## src/verilog/psbpc_cfg.svh

```systemverilog
// Constants for the processor sideband and power control block.
`ifndef PSBPC_CFG_SVH
`define PSBPC_CFG_SVH

`define PSBPC_CLK_PERIOD_NS   10
`define PSBPC_VR_SETTLE_NS    10000
`define PSBPC_VR_SETTLE_CYC   (`PSBPC_VR_SETTLE_NS / `PSBPC_CLK_PERIOD_NS)
`define PSBPC_A20_BIT         20
`define PSBPC_ADDR_W          32
`define PSBPC_PIN_W           12
`define PSBPC_PIN_RST         12'hCF3
`define PSBPC_SIDE_RST        5'h19
`define PSBPC_SYNC_STAGES     3
`define PSBPC_PIN_IGNORE_NUMERIC_ERR_N       11
`define PSBPC_PIN_INIT        10
`define PSBPC_PIN_IRQ         9
`define PSBPC_PIN_NMI         8
`define PSBPC_PIN_ADDR_BIT_MASK_N        7
`define PSBPC_PIN_SMI         6
`define PSBPC_PIN_STOP        5
`define PSBPC_PIN_SUS         4
`define PSBPC_PIN_VREN        3
`define PSBPC_PIN_PWROK       2
`define PSBPC_PIN_SCL         1
`define PSBPC_PIN_SDA         0

`endif

```

## src/verilog/psbpc_pkg.sv

```systemverilog
// Types shared by the processor sideband and power control block.
`include "psbpc_cfg.svh"
`default_nettype none
package psbpc_pkg;
  typedef logic [`PSBPC_ADDR_W-1:0] psbpc_addr_t;
  typedef enum logic {PSBPC_RUN, PSBPC_QUICK_START} psbpc_qs_state_t;
endpackage
`default_nettype wire

```

## src/verilog/psbpc_sync_if.sv

```systemverilog
// Raw and synchronised pin vectors between the top and its synchroniser.
`timescale 1ns/1ps
`default_nettype none
interface psbpc_sync_if #(parameter int W = 1);
  logic [W-1:0] raw;
  logic [W-1:0] sync;
  modport src (output raw, input sync);
  modport dst (input raw, output sync);
endinterface
`default_nettype wire

```

## src/verilog/psbpc_sync.sv

```systemverilog
// Two-flop synchroniser for a vector of independent pin levels.
`timescale 1ns/1ps
`default_nettype none
module psbpc_sync #(
  parameter int           W         = 1,
  parameter logic [W-1:0] RESET_VAL = '0
) (
  input  wire logic   clock,
  input  wire logic   rst_n,
  psbpc_sync_if.dst   pins
);
  import psbpc_pkg::*;

  logic [W-1:0] meta_q;
  logic [W-1:0] meta_d;
  logic [W-1:0] sync_q;
  logic [W-1:0] sync_d;

  // Each bit is an unrelated level, so no coherence between bits is promised.
  always_comb
  begin
    meta_d = pins.raw;
    sync_d = meta_q;
  end

  always_ff @(posedge clock)
  begin
    if (!rst_n)
    begin
      meta_q <= RESET_VAL;
      sync_q <= RESET_VAL;
    end
    else
    begin
      meta_q <= meta_d;
      sync_q <= sync_d;
    end
  end

  assign pins.sync = sync_q;
endmodule
`default_nettype wire

```

## src/verilog/psbpc_top.sv

```systemverilog
// Sideband and power control logic between the processor core and the south bridge.
`include "psbpc_cfg.svh"
`timescale 1ns/1ps
`default_nettype none
module psbpc_top #(
  parameter int VR_SETTLE_CYC = `PSBPC_VR_SETTLE_CYC
) (
  input  wire logic               clock,
  input  wire logic               rst_n,
  input  wire logic               cpu_fp_error,
  output logic                    fp_error_out_n,
  input  wire logic               ignore_numeric_err_n,
  input  wire logic               init_req_n,
  input  wire logic               maskable_irq,
  input  wire logic               nmi_req,
  input  wire logic               addr_bit_mask_n,
  input  wire logic               sys_mgmt_irq_n,
  input  wire logic               stop_clock_req_n,
  input  wire logic               suspend_status_n,
  input  wire logic               regulator_enable,
  input  wire logic               power_ok,
  output logic                    cpu_ignore_err_n,
  output logic                    cpu_init_n,
  output logic                    cpu_irq,
  output logic                    cpu_nmi,
  output logic                    cpu_smi_n,
  input  wire psbpc_pkg::psbpc_addr_t cpu_addr_in,
  output psbpc_pkg::psbpc_addr_t  cpu_addr_out,
  output logic                    quick_start,
  output logic                    host_clk_stopped,
  output logic                    vr_core_on,
  output logic                    power_ok_seen,
  output logic                    regulator_good_out,
  output logic                    regulator_good_oe,
  input  wire logic               sensor_serial_clk_in,
  output logic                    sensor_serial_clk_out,
  output logic                    sensor_serial_clk_oe,
  input  wire logic               sensor_serial_dat_in,
  output logic                    sensor_serial_dat_out,
  output logic                    sensor_serial_dat_oe,
  input  wire logic               sensor_dat_pull_low,
  output logic                    sensor_clk_seen,
  output logic                    sensor_dat_seen,
  input  wire logic               sensor_trip_event,
  output logic                    thermal_trip_out,
  output logic                    thermal_trip_oe
);
  import psbpc_pkg::*;

  localparam int CNT_W = $clog2(VR_SETTLE_CYC + 1);

  psbpc_sync_if #(.W(`PSBPC_PIN_W)) pin_bus ();

  assign pin_bus.raw = {ignore_numeric_err_n, init_req_n, maskable_irq, nmi_req,
                        addr_bit_mask_n, sys_mgmt_irq_n, stop_clock_req_n,
                        suspend_status_n, regulator_enable, power_ok,
                        sensor_serial_clk_in, sensor_serial_dat_in};

  psbpc_sync #(
    .W         (`PSBPC_PIN_W),
    .RESET_VAL (`PSBPC_PIN_RST)
  ) u_sync (
    .clock (clock),
    .rst_n (rst_n),
    .pins  (pin_bus)
  );

  logic [`PSBPC_PIN_W-1:0] s;
  assign s = pin_bus.sync;

  // Pass-through sideband levels, each registered once; the pin levels after synchronising, the rest directly.
  logic        fp_err_q, fp_err_d;
  logic [4:0]  side_q, side_d;
  logic [3:0]  pm_q, pm_d;
  psbpc_addr_t addr_q, addr_d;
  logic        trip_q, trip_d;
  logic        dat_oe_q, dat_oe_d;

  always_comb
  begin
    fp_err_d = ~cpu_fp_error;
    side_d   = {s[`PSBPC_PIN_IGNORE_NUMERIC_ERR_N],
                s[`PSBPC_PIN_INIT],
                s[`PSBPC_PIN_IRQ],
                s[`PSBPC_PIN_NMI],
                s[`PSBPC_PIN_SMI]};
    pm_d     = {~s[`PSBPC_PIN_SUS],
                s[`PSBPC_PIN_VREN],
                s[`PSBPC_PIN_PWROK],
                1'b0};
    addr_d   = cpu_addr_in;
    // The mask pin is sampled once, so a slow edge never splits an address.
    addr_d[`PSBPC_A20_BIT] = cpu_addr_in[`PSBPC_A20_BIT] & s[`PSBPC_PIN_ADDR_BIT_MASK_N];
    trip_d   = sensor_trip_event;
    dat_oe_d = sensor_dat_pull_low;
  end

  always_ff @(posedge clock)
  begin
    if (!rst_n)
    begin
      fp_err_q <= 1'b1;
      side_q   <= `PSBPC_SIDE_RST;
      pm_q     <= '0;
      addr_q   <= '0;
      trip_q   <= 1'b0;
      dat_oe_q <= 1'b0;
    end
    else
    begin
      fp_err_q <= fp_err_d;
      side_q   <= side_d;
      pm_q     <= pm_d;
      addr_q   <= addr_d;
      trip_q   <= trip_d;
      dat_oe_q <= dat_oe_d;
    end
  end

  // Quick-start state follows the synchronised stop-clock request.
  psbpc_qs_state_t qs_q, qs_d;

  always_comb
  begin
    qs_d = qs_q;
    unique case (qs_q)
      PSBPC_RUN:
        if (!s[`PSBPC_PIN_STOP])
          qs_d = PSBPC_QUICK_START;
      PSBPC_QUICK_START:
        if (s[`PSBPC_PIN_STOP])
          qs_d = PSBPC_RUN;
    endcase
  end

  always_ff @(posedge clock)
  begin
    if (!rst_n)
      qs_q <= PSBPC_RUN;
    else
      qs_q <= qs_d;
  end

  // Regulator good waits out a settle time; it restarts on every enable drop.
  logic [CNT_W-1:0] vr_cnt_q, vr_cnt_d;
  logic             vr_good_q, vr_good_d;

  always_comb
  begin
    vr_cnt_d  = vr_cnt_q;
    vr_good_d = vr_good_q;
    if (!s[`PSBPC_PIN_VREN])
    begin
      vr_cnt_d  = '0;
      vr_good_d = 1'b0;
    end
    else if (vr_cnt_q != CNT_W'(VR_SETTLE_CYC))
      vr_cnt_d = vr_cnt_q + CNT_W'(1);
    else
      vr_good_d = 1'b1;
  end

  always_ff @(posedge clock)
  begin
    if (!rst_n)
    begin
      vr_cnt_q  <= '0;
      vr_good_q <= 1'b0;
    end
    else
    begin
      vr_cnt_q  <= vr_cnt_d;
      vr_good_q <= vr_good_d;
    end
  end

  assign fp_error_out_n        = fp_err_q;
  assign {cpu_ignore_err_n, cpu_init_n, cpu_irq, cpu_nmi, cpu_smi_n} = side_q;
  assign host_clk_stopped      = pm_q[3];
  assign vr_core_on            = pm_q[2];
  assign power_ok_seen         = pm_q[1];
  assign cpu_addr_out          = addr_q;
  assign quick_start           = (qs_q == PSBPC_QUICK_START);
  assign regulator_good_out    = vr_good_q;
  assign regulator_good_oe     = vr_good_q;
  // The sensor is a slave on the serial link: it never drives the clock.
  assign sensor_serial_clk_out = pm_q[0];
  assign sensor_serial_clk_oe  = pm_q[0];
  assign sensor_serial_dat_out = pm_q[0];
  assign sensor_serial_dat_oe  = dat_oe_q;
  assign sensor_clk_seen       = s[`PSBPC_PIN_SCL];
  assign sensor_dat_seen       = s[`PSBPC_PIN_SDA];
  assign thermal_trip_out      = pm_q[0];
  assign thermal_trip_oe       = trip_q;

  // Checks; a reset history keeps the pin checks quiet until the synchroniser has refilled.
  logic [3:0] rst_hist_q;
  always_ff @(posedge clock)
  begin
    rst_hist_q <= {rst_hist_q[2:0], rst_n};
  end
  logic settled;
  assign settled = &rst_hist_q & rst_n;

  property p_fp_err;
    @(posedge clock) disable iff (!rst_n)
      rst_hist_q[0] |-> fp_error_out_n == !$past(cpu_fp_error);
  endproperty
  a_fp_err: assert property (p_fp_err) else $error("fp error output mismatch");

  property p_ignore;
    @(posedge clock) disable iff (!rst_n)
      settled |-> cpu_ignore_err_n == $past(ignore_numeric_err_n, 3);
  endproperty
  a_ignore: assert property (p_ignore) else $error("ignore-error not routed");

  property p_smi;
    @(posedge clock) disable iff (!rst_n)
      settled |-> cpu_smi_n == $past(sys_mgmt_irq_n, 3);
  endproperty
  a_smi: assert property (p_smi) else $error("management interrupt not routed");

  property p_a20;
    @(posedge clock) disable iff (!rst_n)
      (settled && !$past(addr_bit_mask_n, 3)) |-> !cpu_addr_out[`PSBPC_A20_BIT];
  endproperty
  a_a20: assert property (p_a20) else $error("address bit not forced low");

  property p_qs_enter;
    @(posedge clock) disable iff (!rst_n)
      (settled && !$past(stop_clock_req_n, 3)) |-> quick_start;
  endproperty
  a_qs_enter: assert property (p_qs_enter) else $error("quick-start not entered");

  property p_qs_exit;
    @(posedge clock) disable iff (!rst_n)
      (settled && $fell(quick_start)) |-> $past(stop_clock_req_n, 3);
  endproperty
  a_qs_exit: assert property (p_qs_exit) else $error("quick-start left early");

  property p_vr_good;
    @(posedge clock) disable iff (!rst_n)
      $rose(regulator_good_oe) |-> $past(vr_cnt_q) == CNT_W'(VR_SETTLE_CYC);
  endproperty
  a_vr_good: assert property (p_vr_good) else $error("regulator good too soon");

  property p_vr_off;
    @(posedge clock) disable iff (!rst_n)
      (settled && !$past(regulator_enable, 3)) |-> !regulator_good_oe && vr_cnt_q == '0;
  endproperty
  a_vr_off: assert property (p_vr_off) else $error("regulator good while off");

  property p_trip;
    @(posedge clock) disable iff (!rst_n)
      rst_hist_q[0] |-> thermal_trip_oe == $past(sensor_trip_event) && !thermal_trip_out;
  endproperty
  a_trip: assert property (p_trip) else $error("thermal trip not driven");
endmodule
`default_nettype wire
```

## config.mk

```make
export PLATFORM = sky130hd
export DESIGN_NAME = psbpc_top
export DESIGN_NICKNAME = d
export VERILOG_FILES = /design/src/verilog/psbpc_pkg.sv /design/src/verilog/psbpc_sync_if.sv /design/src/verilog/psbpc_sync.sv /design/src/verilog/psbpc_top.sv
export VERILOG_INCLUDE_DIRS = /design/src /design/src/verilog
export SDC_FILE = /design/constraint.sdc
export NUM_CORES = 1
export LEC_CHECK = 0
export BUFFER_PORTS_ARGS = -buffer_cell sky130_fd_sc_hd__buf_4
export CAP_MARGIN = 20
export CORE_ASPECT_RATIO = 1.2
export CORE_UTILIZATION = 46
export DETAILED_ROUTE_END_ITERATION = 12
export MAX_ROUTING_LAYER = met4
export PLACE_DENSITY = 0.88
export SLEW_MARGIN = 20
export SYNTH_ARGS = -nofsm -noshare
export SYNTH_HDL_FRONTEND = slang
export SYNTH_HIERARCHICAL = 1
export SYNTH_SLANG_ARGS = --single-unit
export TNS_END_PERCENT = 20
```

## constraint.sdc

```tcl
create_clock -name clock -period 1.57 [get_ports clock]
set_clock_uncertainty 0.05 [all_clocks]
set_input_delay 0 -clock clock [delete_from_list [all_inputs] [get_ports clock]]
set_output_delay 0 -clock clock [all_outputs]
set_load 0.01 [all_outputs]
```

==> results of run 1 <==
[synth_stat cells]
library cell	count	area share, %
buf_4	7	2.2
nand3_2	1	0.42
nand4_1	3	0.78
and3_1	1	0.26
nand2_2	1	0.26
and4_1	2	0.73
a31oi_1	2	0.52
o311ai_0	1	0.37
conb_1	1	0.16
nor3_1	1	0.21
nand3_1	3	0.63
or2b_1	2	0.63
o21ai_0	3	0.63
or4_1	2	0.63
or3_2	1	0.31
nor3b_1	1	0.31
o31ai_1	2	0.63
xor2_1	2	0.73
inv_1	5	0.78
nor2b_1	2	0.52
a21oi_1	7	1.5
nor2_1	3	0.47
clkbuf_1	5	0.78
buf_2	1	0.21
ha_1	2	1.0
nand2_1	4	0.63
or3_1	2	0.52
nand2b_1	19	5.0
o41ai_1	1	0.37
and2_1	45	12
dfxtp_1	79	66
[cells in the final DEF, fill, tap and decap left out, types with 3 or more instances in the layout]
cell type,n
nor2_1,3
and2_1,45
buf_4,97
a21oi_1,7
clkbuf_8,10
inv_1,5
nand2_1,4
nand2b_1,19
nand3_1,3
nand4_1,3
dlygate4sd3_1,53
dfxtp_1,79
o21ai_0,3
conb_1,4
[per-layer routing]
| layer | vias to the layer above | global-route usage, % |
|---|---|---|
| li1 | 969 | - |
| met1 | 910 | 20.99 |
| met2 | 56 | 41.19 |
| met3 | 10 | 4.916 |
| met4 | 0 | 11.46 |
| met5 | - | - |
[sequential cells by signal, indices dropped and copies added (netlist names), 3 cells and up]
signal and flops:
cpu_addr_out 32, u_sync/meta_q 12, u_sync/pins.sync 12, vr_cnt_q 10
side_q 5, pm_q 3
[area by class of cell]
| type | count | area [um2] | area share [%] |
|---|---|---|---|
| flip-flops and latches | 79 | 1582 | 41.21 |
| repair buffers | 150 | 1259 | 32.80 |
| multi-input cells | 117 | 728.2 | 18.98 |
| clock buffers | 11 | 141.4 | 3.684 |
| well taps | 60 | 75.07 | 1.956 |
| clock inverters | 5 | 33.78 | 0.8803 |
| inverters | 5 | 18.77 | 0.4891 |
[cells by family (layout without fill, tap and decap cells)]
| logic type | Yosys count | count (layout) | synth area share, % |
|---|---|---|---|
| AND/OR/NAND/NOR | 93 | 93 | 24.05 |
| flip-flops | 79 | 79 | 66.07 |
| adder cells (fa/ha/maj) | 2 | 2 | 1.045 |
| other | 1 | 4 | 0.1567 |
| buffers and inverters | 18 | 171 | 3.973 |
| XOR/XNOR | 2 | 2 | 0.7320 |
| AO/OA/AOI/OAI | 16 | 16 | 3.972 |
[power groups by stage]
stage | combinational (W) | sequential (W) | clock [W]
6_report | 0.000407 | 0.00211 | 0.00133
5_1_grt | 0.000435 | 0.00212 | 0.00146
3_5_place_dp | 0.000290 | 0.00215 | 0
4_1_cts | 0.000397 | 0.00211 | 0.00134
3_3_place_gp | 0.000281 | 0.00215 | 0
2_1_floorplan | 0.0000813 | 0.00218 | 0
[worst max-delay path, delay by kind of cell (launching register included)]
| family | cells | cell delay, ps |
|---|---|---|
| AO/OA/AOI/OAI | 1 | 130 |
| adder cells (fa/ha/maj) | 1 | 230 |
| flip-flops | 1 | 420 |
| AND/OR/NAND/NOR | 2 | 550 |
[metrics by stage]
stage	util (%)	cell area (um2)
after floorplan	-	2405
after global placement	62.95	3132
after detailed placement	62.95	3132
after CTS	77.14	3837
after global routing	77.14	3837
final	77.14	3837
[what timing repair did]
| action | in CTS | in global routing |
|---|---|---|
| hold buffers | 53 | 0 |
| hold endpoints to repair | 54 | 0 |
| buffers inserted | 0 | 0 |
[worst max path at each step]
| stage | cells after the start | end | slack [ps] | startpoint |
|---|---|---|---|---|
| 5_1_grt | 4 | vr_cnt_q[8]$_SDFFE_PN0P_ | 20 | vr_cnt_q[1]$_SDFFE_PN0P_ |
| 4_1_cts | 4 | vr_cnt_q[8]$_SDFFE_PN0P_ | 150 | vr_cnt_q[1]$_SDFFE_PN0P_ |
| 3_5_place_dp | 4 | vr_cnt_q[8]$_SDFFE_PN0P_ | 150 | vr_cnt_q[1]$_SDFFE_PN0P_ |
| 3_3_place_gp | 4 | vr_cnt_q[8]$_SDFFE_PN0P_ | 210 | vr_cnt_q[1]$_SDFFE_PN0P_ |
| 6_report | 4 | vr_cnt_q[8]$_SDFFE_PN0P_ | 120 | vr_cnt_q[1]$_SDFFE_PN0P_ |
| 2_1_floorplan | 4 | vr_cnt_q[8]$_SDFFE_PN0P_ | 280 | vr_cnt_q[1]$_SDFFE_PN0P_ |
==> impl_metrics.ini, run 1 <==
[status]
outcome = finished clean

[worst_hold_path]
hold_end = pm_q[3]$_SDFF_PN0_
hp-class = flop to flop
hp-start = u_sync/pins.sync[4]$_SDFF_PN1_
hold_path_depth = 1

[clock_network]
cts_made_buffers = 9
htreeDepth = 3
clk_latency_ps = 350
cts_tree = yes
clk_path_buf_depth = 2
numClockSinks = 79
clockRootBuffer = clkbuf_8
path_clk_slew_ps = 90
post_cts_resized = 0

[drt]
vias = 1945
wl_met3_um = 226
wl_met1_um = 2060
top_layer = met4
drt-pass1-iter-count = 4
finalWirelength_um = 5809
wl_per_cell_um = 13.60
drc = 0
dr_wl_met2_um = 3408
drtIter0Drc = 91
via_per_inst = 4.555
detail-route-antenna-nets = 0

[setup_path]
critical_path.cell_chain = ha_1, nand4_1, or3_1, a21oi_1
rr_startpoint = vr_cnt_q[1]$_SDFFE_PN0P_
worstPathArrival_ps = 1670
crit_type = flop to flop
r2r_slack_ps = 120
end_kind = flop
reg2reg_to = vr_cnt_q[8]$_SDFFE_PN0P_
crit_slowest_cell = dfxtp_1
cp-start-kind = flop
crit_path_max_fanout = 5
critPathMaxStageDelay_ps = 420
reg2regPathDepth = 4
required_ps = 1790

[finish]
antennaDiodeCount = 0
fin_nets = 413
area_growth_pct = 60.32
drive_above_1_share_pct = 31.34
fin_cells = 427
fillers = 310

[floorplanning]
coreArea_um2 = 4975
ios = 101
dieArea_um2 = 5497
rows = 28
start_util_pct = 48.11
fp.dieW_um = 67.85
die_y_um = 81.02

[sta]
fin_tns_setup_ps = 0
setup_viol_count_final = 0
fmax_mhz = 691.8
period_minus_slack_ps = 1446
period_share_pct = 92.07
fin_ws_ps = 124.4
hold_viol = 0
finalMaxSlewViolations = 0
hold_ws_ps = 337.7
rsz0062_at_grt = no

[power_and_ir_drop]
pwr-share-comb_pct = 10.6
seq_power_share_pct = 54.8
powerDensity_nw_per_um2 = 1003
p_leak_nw = 1.677
power_frac_clock_pct = 34.7
intPower_w = 0.002968
switching_power_w = 0.0008822
ir_drop_uv = 737.2
sw_frac_of_total_pct = 22.92
finalPower_w = 0.003850

[synth]
yosysSeqAreaShare_pct = 66.07
ys_warn_count = 6
avgSynthCellArea_um2 = 11.34
synth.distinct_cells = 31
ys_ff_latch = 79
synth_cells = 211
syn_area_um2 = 2394

[global_route]
grt_pass1_vias = 1882
overflow = 0
grt_usage_pct = 22.31
grt_pass1_wl_um = 8459
grt_max_degree = 36
antenna_found_initial = 0

[place]
dp_hpwl_um = 3023
portBuffers = 96
dp_slack_ps = 148.3
place_inst = 358
gp_congestion = 0.8138

[run]
drv_cap = 0
Power figures use the tool's default switching activity.
==> run 2, diff against run 1 <==
--- a/config.mk
+++ b/config.mk
@@ -9,10 +9,10 @@
 export BUFFER_PORTS_ARGS = -buffer_cell sky130_fd_sc_hd__buf_4
 export CAP_MARGIN = 20
 export CORE_ASPECT_RATIO = 1.2
-export CORE_UTILIZATION = 46
+export CORE_UTILIZATION = 45
 export DETAILED_ROUTE_END_ITERATION = 12
 export MAX_ROUTING_LAYER = met4
-export PLACE_DENSITY = 0.88
+export PLACE_DENSITY = 0.87
 export SLEW_MARGIN = 20
 export SYNTH_ARGS = -nofsm -noshare
 export SYNTH_HDL_FRONTEND = slang
==> run 2 against run 1 <==
  * Worst hold slack got worse by 240 ps
  * Cell count rose by 2.1%
  * Sequential power about the same
  * Largest power group unchanged
  * Largest cell class unchanged
==> impl_metrics.ini, run 2 (synthesized netlist as in run 1, its figures left out) <==
[finish]
final_common_cell = buf_4
multiInputGateArea_um2 = 728.2
fin_nets = 422
regArea_um2 = 1583
area_growth_pct = 65.50
antennaDiodeCount = 0
fin_cells = 436
largest_reg_flops = 32
fillers = 291
final_cell_mix = buf_4 (96), dfxtp_1 (78), dlygate4sd3_1 (62)
drive_above_1_share_pct = 30.85

[drt]
via_per_inst = 4.546
detail-route-antenna-nets = 0
finalWirelength_um = 5661
vias = 1982
drt-pass1-iter-count = 4
wl_per_cell_um = 12.98
drtIter0Drc = 85
drc = 0

[clock_network]
cts_made_buffers = 9
path_clk_slew_ps = 80
htreeDepth = 3
clk_latency_ps = 330
clockRootBuffer = clkbuf_8
cts_tree = yes
clk_path_buf_depth = 2
numClockSinks = 79
postCtsSetupBuffers = 0

[setup_path]
worstPathArrival_ps = 1630
cp-start-kind = flop
r2r_slack_ps = 140
required_ps = 1780
crit_path_max_fanout = 4
end_kind = flop
crit_type = flop to flop

[place]
portBuffers = 96
dp_hpwl_um = 3115
place_inst = 358
gp_congestion = 0.7670

[global_route]
grt_max_degree = 53
overflow = 0
grt_pass1_wl_um = 8183
grt_pass1_vias = 1856
grt_usage_pct = 21.38
antenna_found_initial = 0

[floorplanning]
die_y_um = 81.89
start_util_pct = 47.78
ios = 101
fp.dieW_um = 68.58
dieArea_um2 = 5616
coreArea_um2 = 5010
rows = 28

[power_and_ir_drop]
ir_drop_uv = 874.6
p_leak_nw = 1.758
powerDensity_nw_per_um2 = 995.2

[sta]
finalMaxSlewViolations = 0
fmax_mhz = 701.7
setup_viol_count_final = 0
rsz0062_at_grt = no
period_minus_slack_ps = 1425
fin_tns_setup_ps = 0
period_share_pct = 90.77
hold_ws_ps = 101.5
hold_viol = 0

[worst_hold_path]
hp-class = primary input to flop

[run]
drv_cap = 0

[status]
outcome = finished clean
[run 2: power breakdown]
part,internal [W],switching (W)
combinational,0.000285,0.000140
sequential,0.00209,0.0000232
clock,0.000746,0.000661
[run 2: through the flow]
step / area, um2 / total power, W / setup WS (ps) / utilization, %
4_1_cts: 3960 / 0.003959 / 140.3 / 79.05
3_5_place_dp: 3144 / 0.002450 / 158.6 / 62.76
6_report: 3961 / 0.003942 / 144.9 / 79.07
2_1_floorplan: 2405 / 0.002262 / 277.5 / -
5_1_grt: 3961 / 0.004111 / 0.8732 / 79.07
3_3_place_gp: 3144 / 0.002439 / 216.1 / 62.76
[run 2: worst max-delay path, stage by stage (launching register included)]
cell	delay (ps)
dfxtp_1	400
ha_1	220
nand4_1	160
or3_1	380
a21oi_1	150
[run 2: worst paths after layout]
path,start,end,cells after the start
max,vr_cnt_q[0]$_SDFFE_PN0P_,vr_cnt_q[8]$_SDFFE_PN0P_,4
min,rst_n,u_sync/pins.sync[1]$_SDFF_PN1_,3
max reg2reg,vr_cnt_q[0]$_SDFFE_PN0P_,vr_cnt_q[8]$_SDFFE_PN0P_,4
min reg2reg,u_sync/pins.sync[4]$_SDFF_PN1_,pm_q[3]$_SDFF_PN0_,1
[run 2: layout make-up]
| type | instances | area share, % |
|---|---|---|
| Sequential cell | 79 | 39.96 |
| Timing Repair Buffer | 159 | 34.37 |
| Multi-Input combinational cell | 117 | 18.38 |
| Clock buffer | 14 | 4.611 |
| Tap cell | 60 | 1.895 |
| Inverter | 5 | 0.4738 |
| Clock inverter | 2 | 0.3159 |
[run 2: per-layer routing]
metal  vias up  routed length (um)  global-route usage [%]
li1        985                   -                       -
met1       910                2149                   20.83
met2        70                3089                   36.37
met3        17                 273                   8.611
met4         0                 149                   10.00
met5         -                   0                       -
[run 2: what timing repair did]
action,4_1_cts,5_1_grt
hold buffers,62,0
endpoints found under the setup margin,0,1
resized for setup,0,1
endpoints found under the hold margin,47,0
==> run 3, diff against run 2 <==
--- a/config.mk
+++ b/config.mk
@@ -10,6 +10,7 @@
 export CAP_MARGIN = 20
 export CORE_ASPECT_RATIO = 1.2
 export CORE_UTILIZATION = 45
+export CTS_BUF_LIST = sky130_fd_sc_hd__clkbuf_8
 export DETAILED_ROUTE_END_ITERATION = 12
 export MAX_ROUTING_LAYER = met4
 export PLACE_DENSITY = 0.87
==> run 3 against run 2 <==
  * Register-to-register slack is essentially flat
  * Combinational power hardly changed
  * Sequential power barely moved
  * Worst setup slack worse by 5.0 ps
  * Fmax fell by 0.35%
  * Critical path depth unchanged
  * Global-route usage unchanged
==> impl_metrics.ini, run 3 (synthesized netlist as in run 1, its figures left out) <==
[setup_path]
rr_startpoint = vr_cnt_q[0]$_SDFFE_PN0P_
required_ps = 1780
crit_path_max_fanout = 4
worstPathArrival_ps = 1640
reg2regPathDepth = 4
end_kind = flop
reg2reg_to = vr_cnt_q[8]$_SDFFE_PN0P_
r2r_slack_ps = 140
crit_type = flop to flop
cp-start-kind = flop

[clock_network]
htreeDepth = 3
path_clk_slew_ps = 70
clk_latency_ps = 330
numClockSinks = 79
postCtsSetupBuffers = 0
cts_made_buffers = 9
clk_path_buf_depth = 2
cts_tree = yes
clockRootBuffer = clkbuf_8

[finish]
area_growth_pct = 65.50
fin_cells = 436
largest_reg_flops = 32
final_cell_area_um2 = 3961
final_cell_mix = buf_4 (96), dfxtp_1 (78), dlygate4sd3_1 (62)
final_common_cell = buf_4
antennaDiodeCount = 0
drive_above_1_share_pct = 30.85
fin_nets = 422
fillers = 291

[drt]
drc = 0
finalWirelength_um = 5656
detail-route-antenna-nets = 0
via_per_inst = 4.509
drt-pass1-iter-count = 4
wl_per_cell_um = 12.97
drtIter0Drc = 71
vias = 1966

[floorplanning]
die_y_um = 81.89
start_util_pct = 47.78
rows = 28
fp.dieW_um = 68.58
coreArea_um2 = 5010
ios = 101
dieArea_um2 = 5616

[sta]
fmax_mhz = 699.2
hold_ws_ps = 101.5
finalMaxSlewViolations = 0
period_minus_slack_ps = 1430
hold_viol = 0
setup_viol_count_final = 0
fin_tns_setup_ps = 0
rsz0062_at_grt = no
period_share_pct = 91.09

[global_route]
overflow = 0
grt_usage_pct = 21.38
gr-usage-met2_pct = 36.37
met1_usage_pct = 20.83
grt_pass1_vias = 1856
grtUsageMet3_pct = 8.611
antenna_found_initial = 0
grt_pass1_wl_um = 8183
grt_max_degree = 53
gr-max-usage-layer = met2

[place]
dp_hpwl_um = 3115
gp_congestion = 0.7670
portBuffers = 96
place_inst = 358
postPlaceCellArea_um2 = 3144

[power_and_ir_drop]
powerDensity_nw_per_um2 = 993.9
ir_drop_uv = 876.7
p_leak_nw = 1.762

[run]
drv_cap = 0

[worst_hold_path]
hp-class = primary input to flop
hold_path_depth = 3
hold_end = u_sync/pins.sync[4]$_SDFF_PN1_
hp-start = rst_n

[status]
outcome = finished clean
## run 3: cell types whose count changed in the layout (fill, tap and decap cells not counted), sizes merged
cell	delta
clkbuf	-1
inv	+1
## run 3: worst max path at each step
stage,from,end,slack (ps)
after detailed placement,vr_cnt_q[1]$_SDFFE_PN0P_,vr_cnt_q[8]$_SDFFE_PN0P_,160
after global placement,vr_cnt_q[1]$_SDFFE_PN0P_,vr_cnt_q[8]$_SDFFE_PN0P_,220
after global routing,vr_cnt_q[0]$_SDFFE_PN0P_,vr_cnt_q[8]$_SDFFE_PN0P_,0.9
after floorplan,vr_cnt_q[1]$_SDFFE_PN0P_,vr_cnt_q[8]$_SDFFE_PN0P_,280
final,vr_cnt_q[0]$_SDFFE_PN0P_,vr_cnt_q[8]$_SDFFE_PN0P_,140
after CTS,vr_cnt_q[1]$_SDFFE_PN0P_,vr_cnt_q[8]$_SDFFE_PN0P_,140
## run 3: through the flow
| stage | util, % | setup WS (ps) | total power (W) |
|---|---|---|---|
| final | 79.07 | 139.9 | 0.003937 |
| after global routing | 79.07 | 0.8732 | 0.004105 |
| after CTS | 79.05 | 140.3 | 0.003953 |
| after detailed placement | 62.76 | 158.6 | 0.002450 |
| after global placement | 62.76 | 216.1 | 0.002439 |
| after floorplan | - | 277.5 | 0.002262 |
## run 3: power breakdown
group          internal, W  leakage (nW)  total, W  switching, W
clock             0.000740         0.103   0.00140      0.000663
sequential         0.00209         0.653   0.00211     0.0000232
combinational     0.000285          1.01  0.000425      0.000140
total              0.00311          1.76   0.00394      0.000826
## run 3: worst max-delay path, cell delays in order (launching register included)
cell and delay (ps):
dfxtp_1 400, ha_1 220, nand4_1 160, or3_1 380, a21oi_1 150
## run 3: area by class of cell
type	instances	area, um2	area share, %
flip-flops and latches	79	1583	39.96
clock inverters	3	16.27	0.4106
inverters	5	18.77	0.4738
repair buffers	159	1361	34.37
multi-input cells	117	728.2	18.38
clock buffers	13	178.9	4.517
well taps	60	75.07	1.895
## run 3: what timing repair did
item / CTS / global route
hold buffers: 62 / 0
endpoints found under the setup margin: 0 / 1
hold endpoints to repair: 47 / 0
gates resized for setup: 0 / 1
## run 3: routing by layer
| layer | part of all wire, % | up-vias |
|---|---|---|
| li1 | - | 986 |
| met1 | 37 | 892 |
| met2 | 55 | 71 |
| met3 | 5.2 | 17 |
| met4 | 2.7 | 0 |
| met5 | 0 | - |
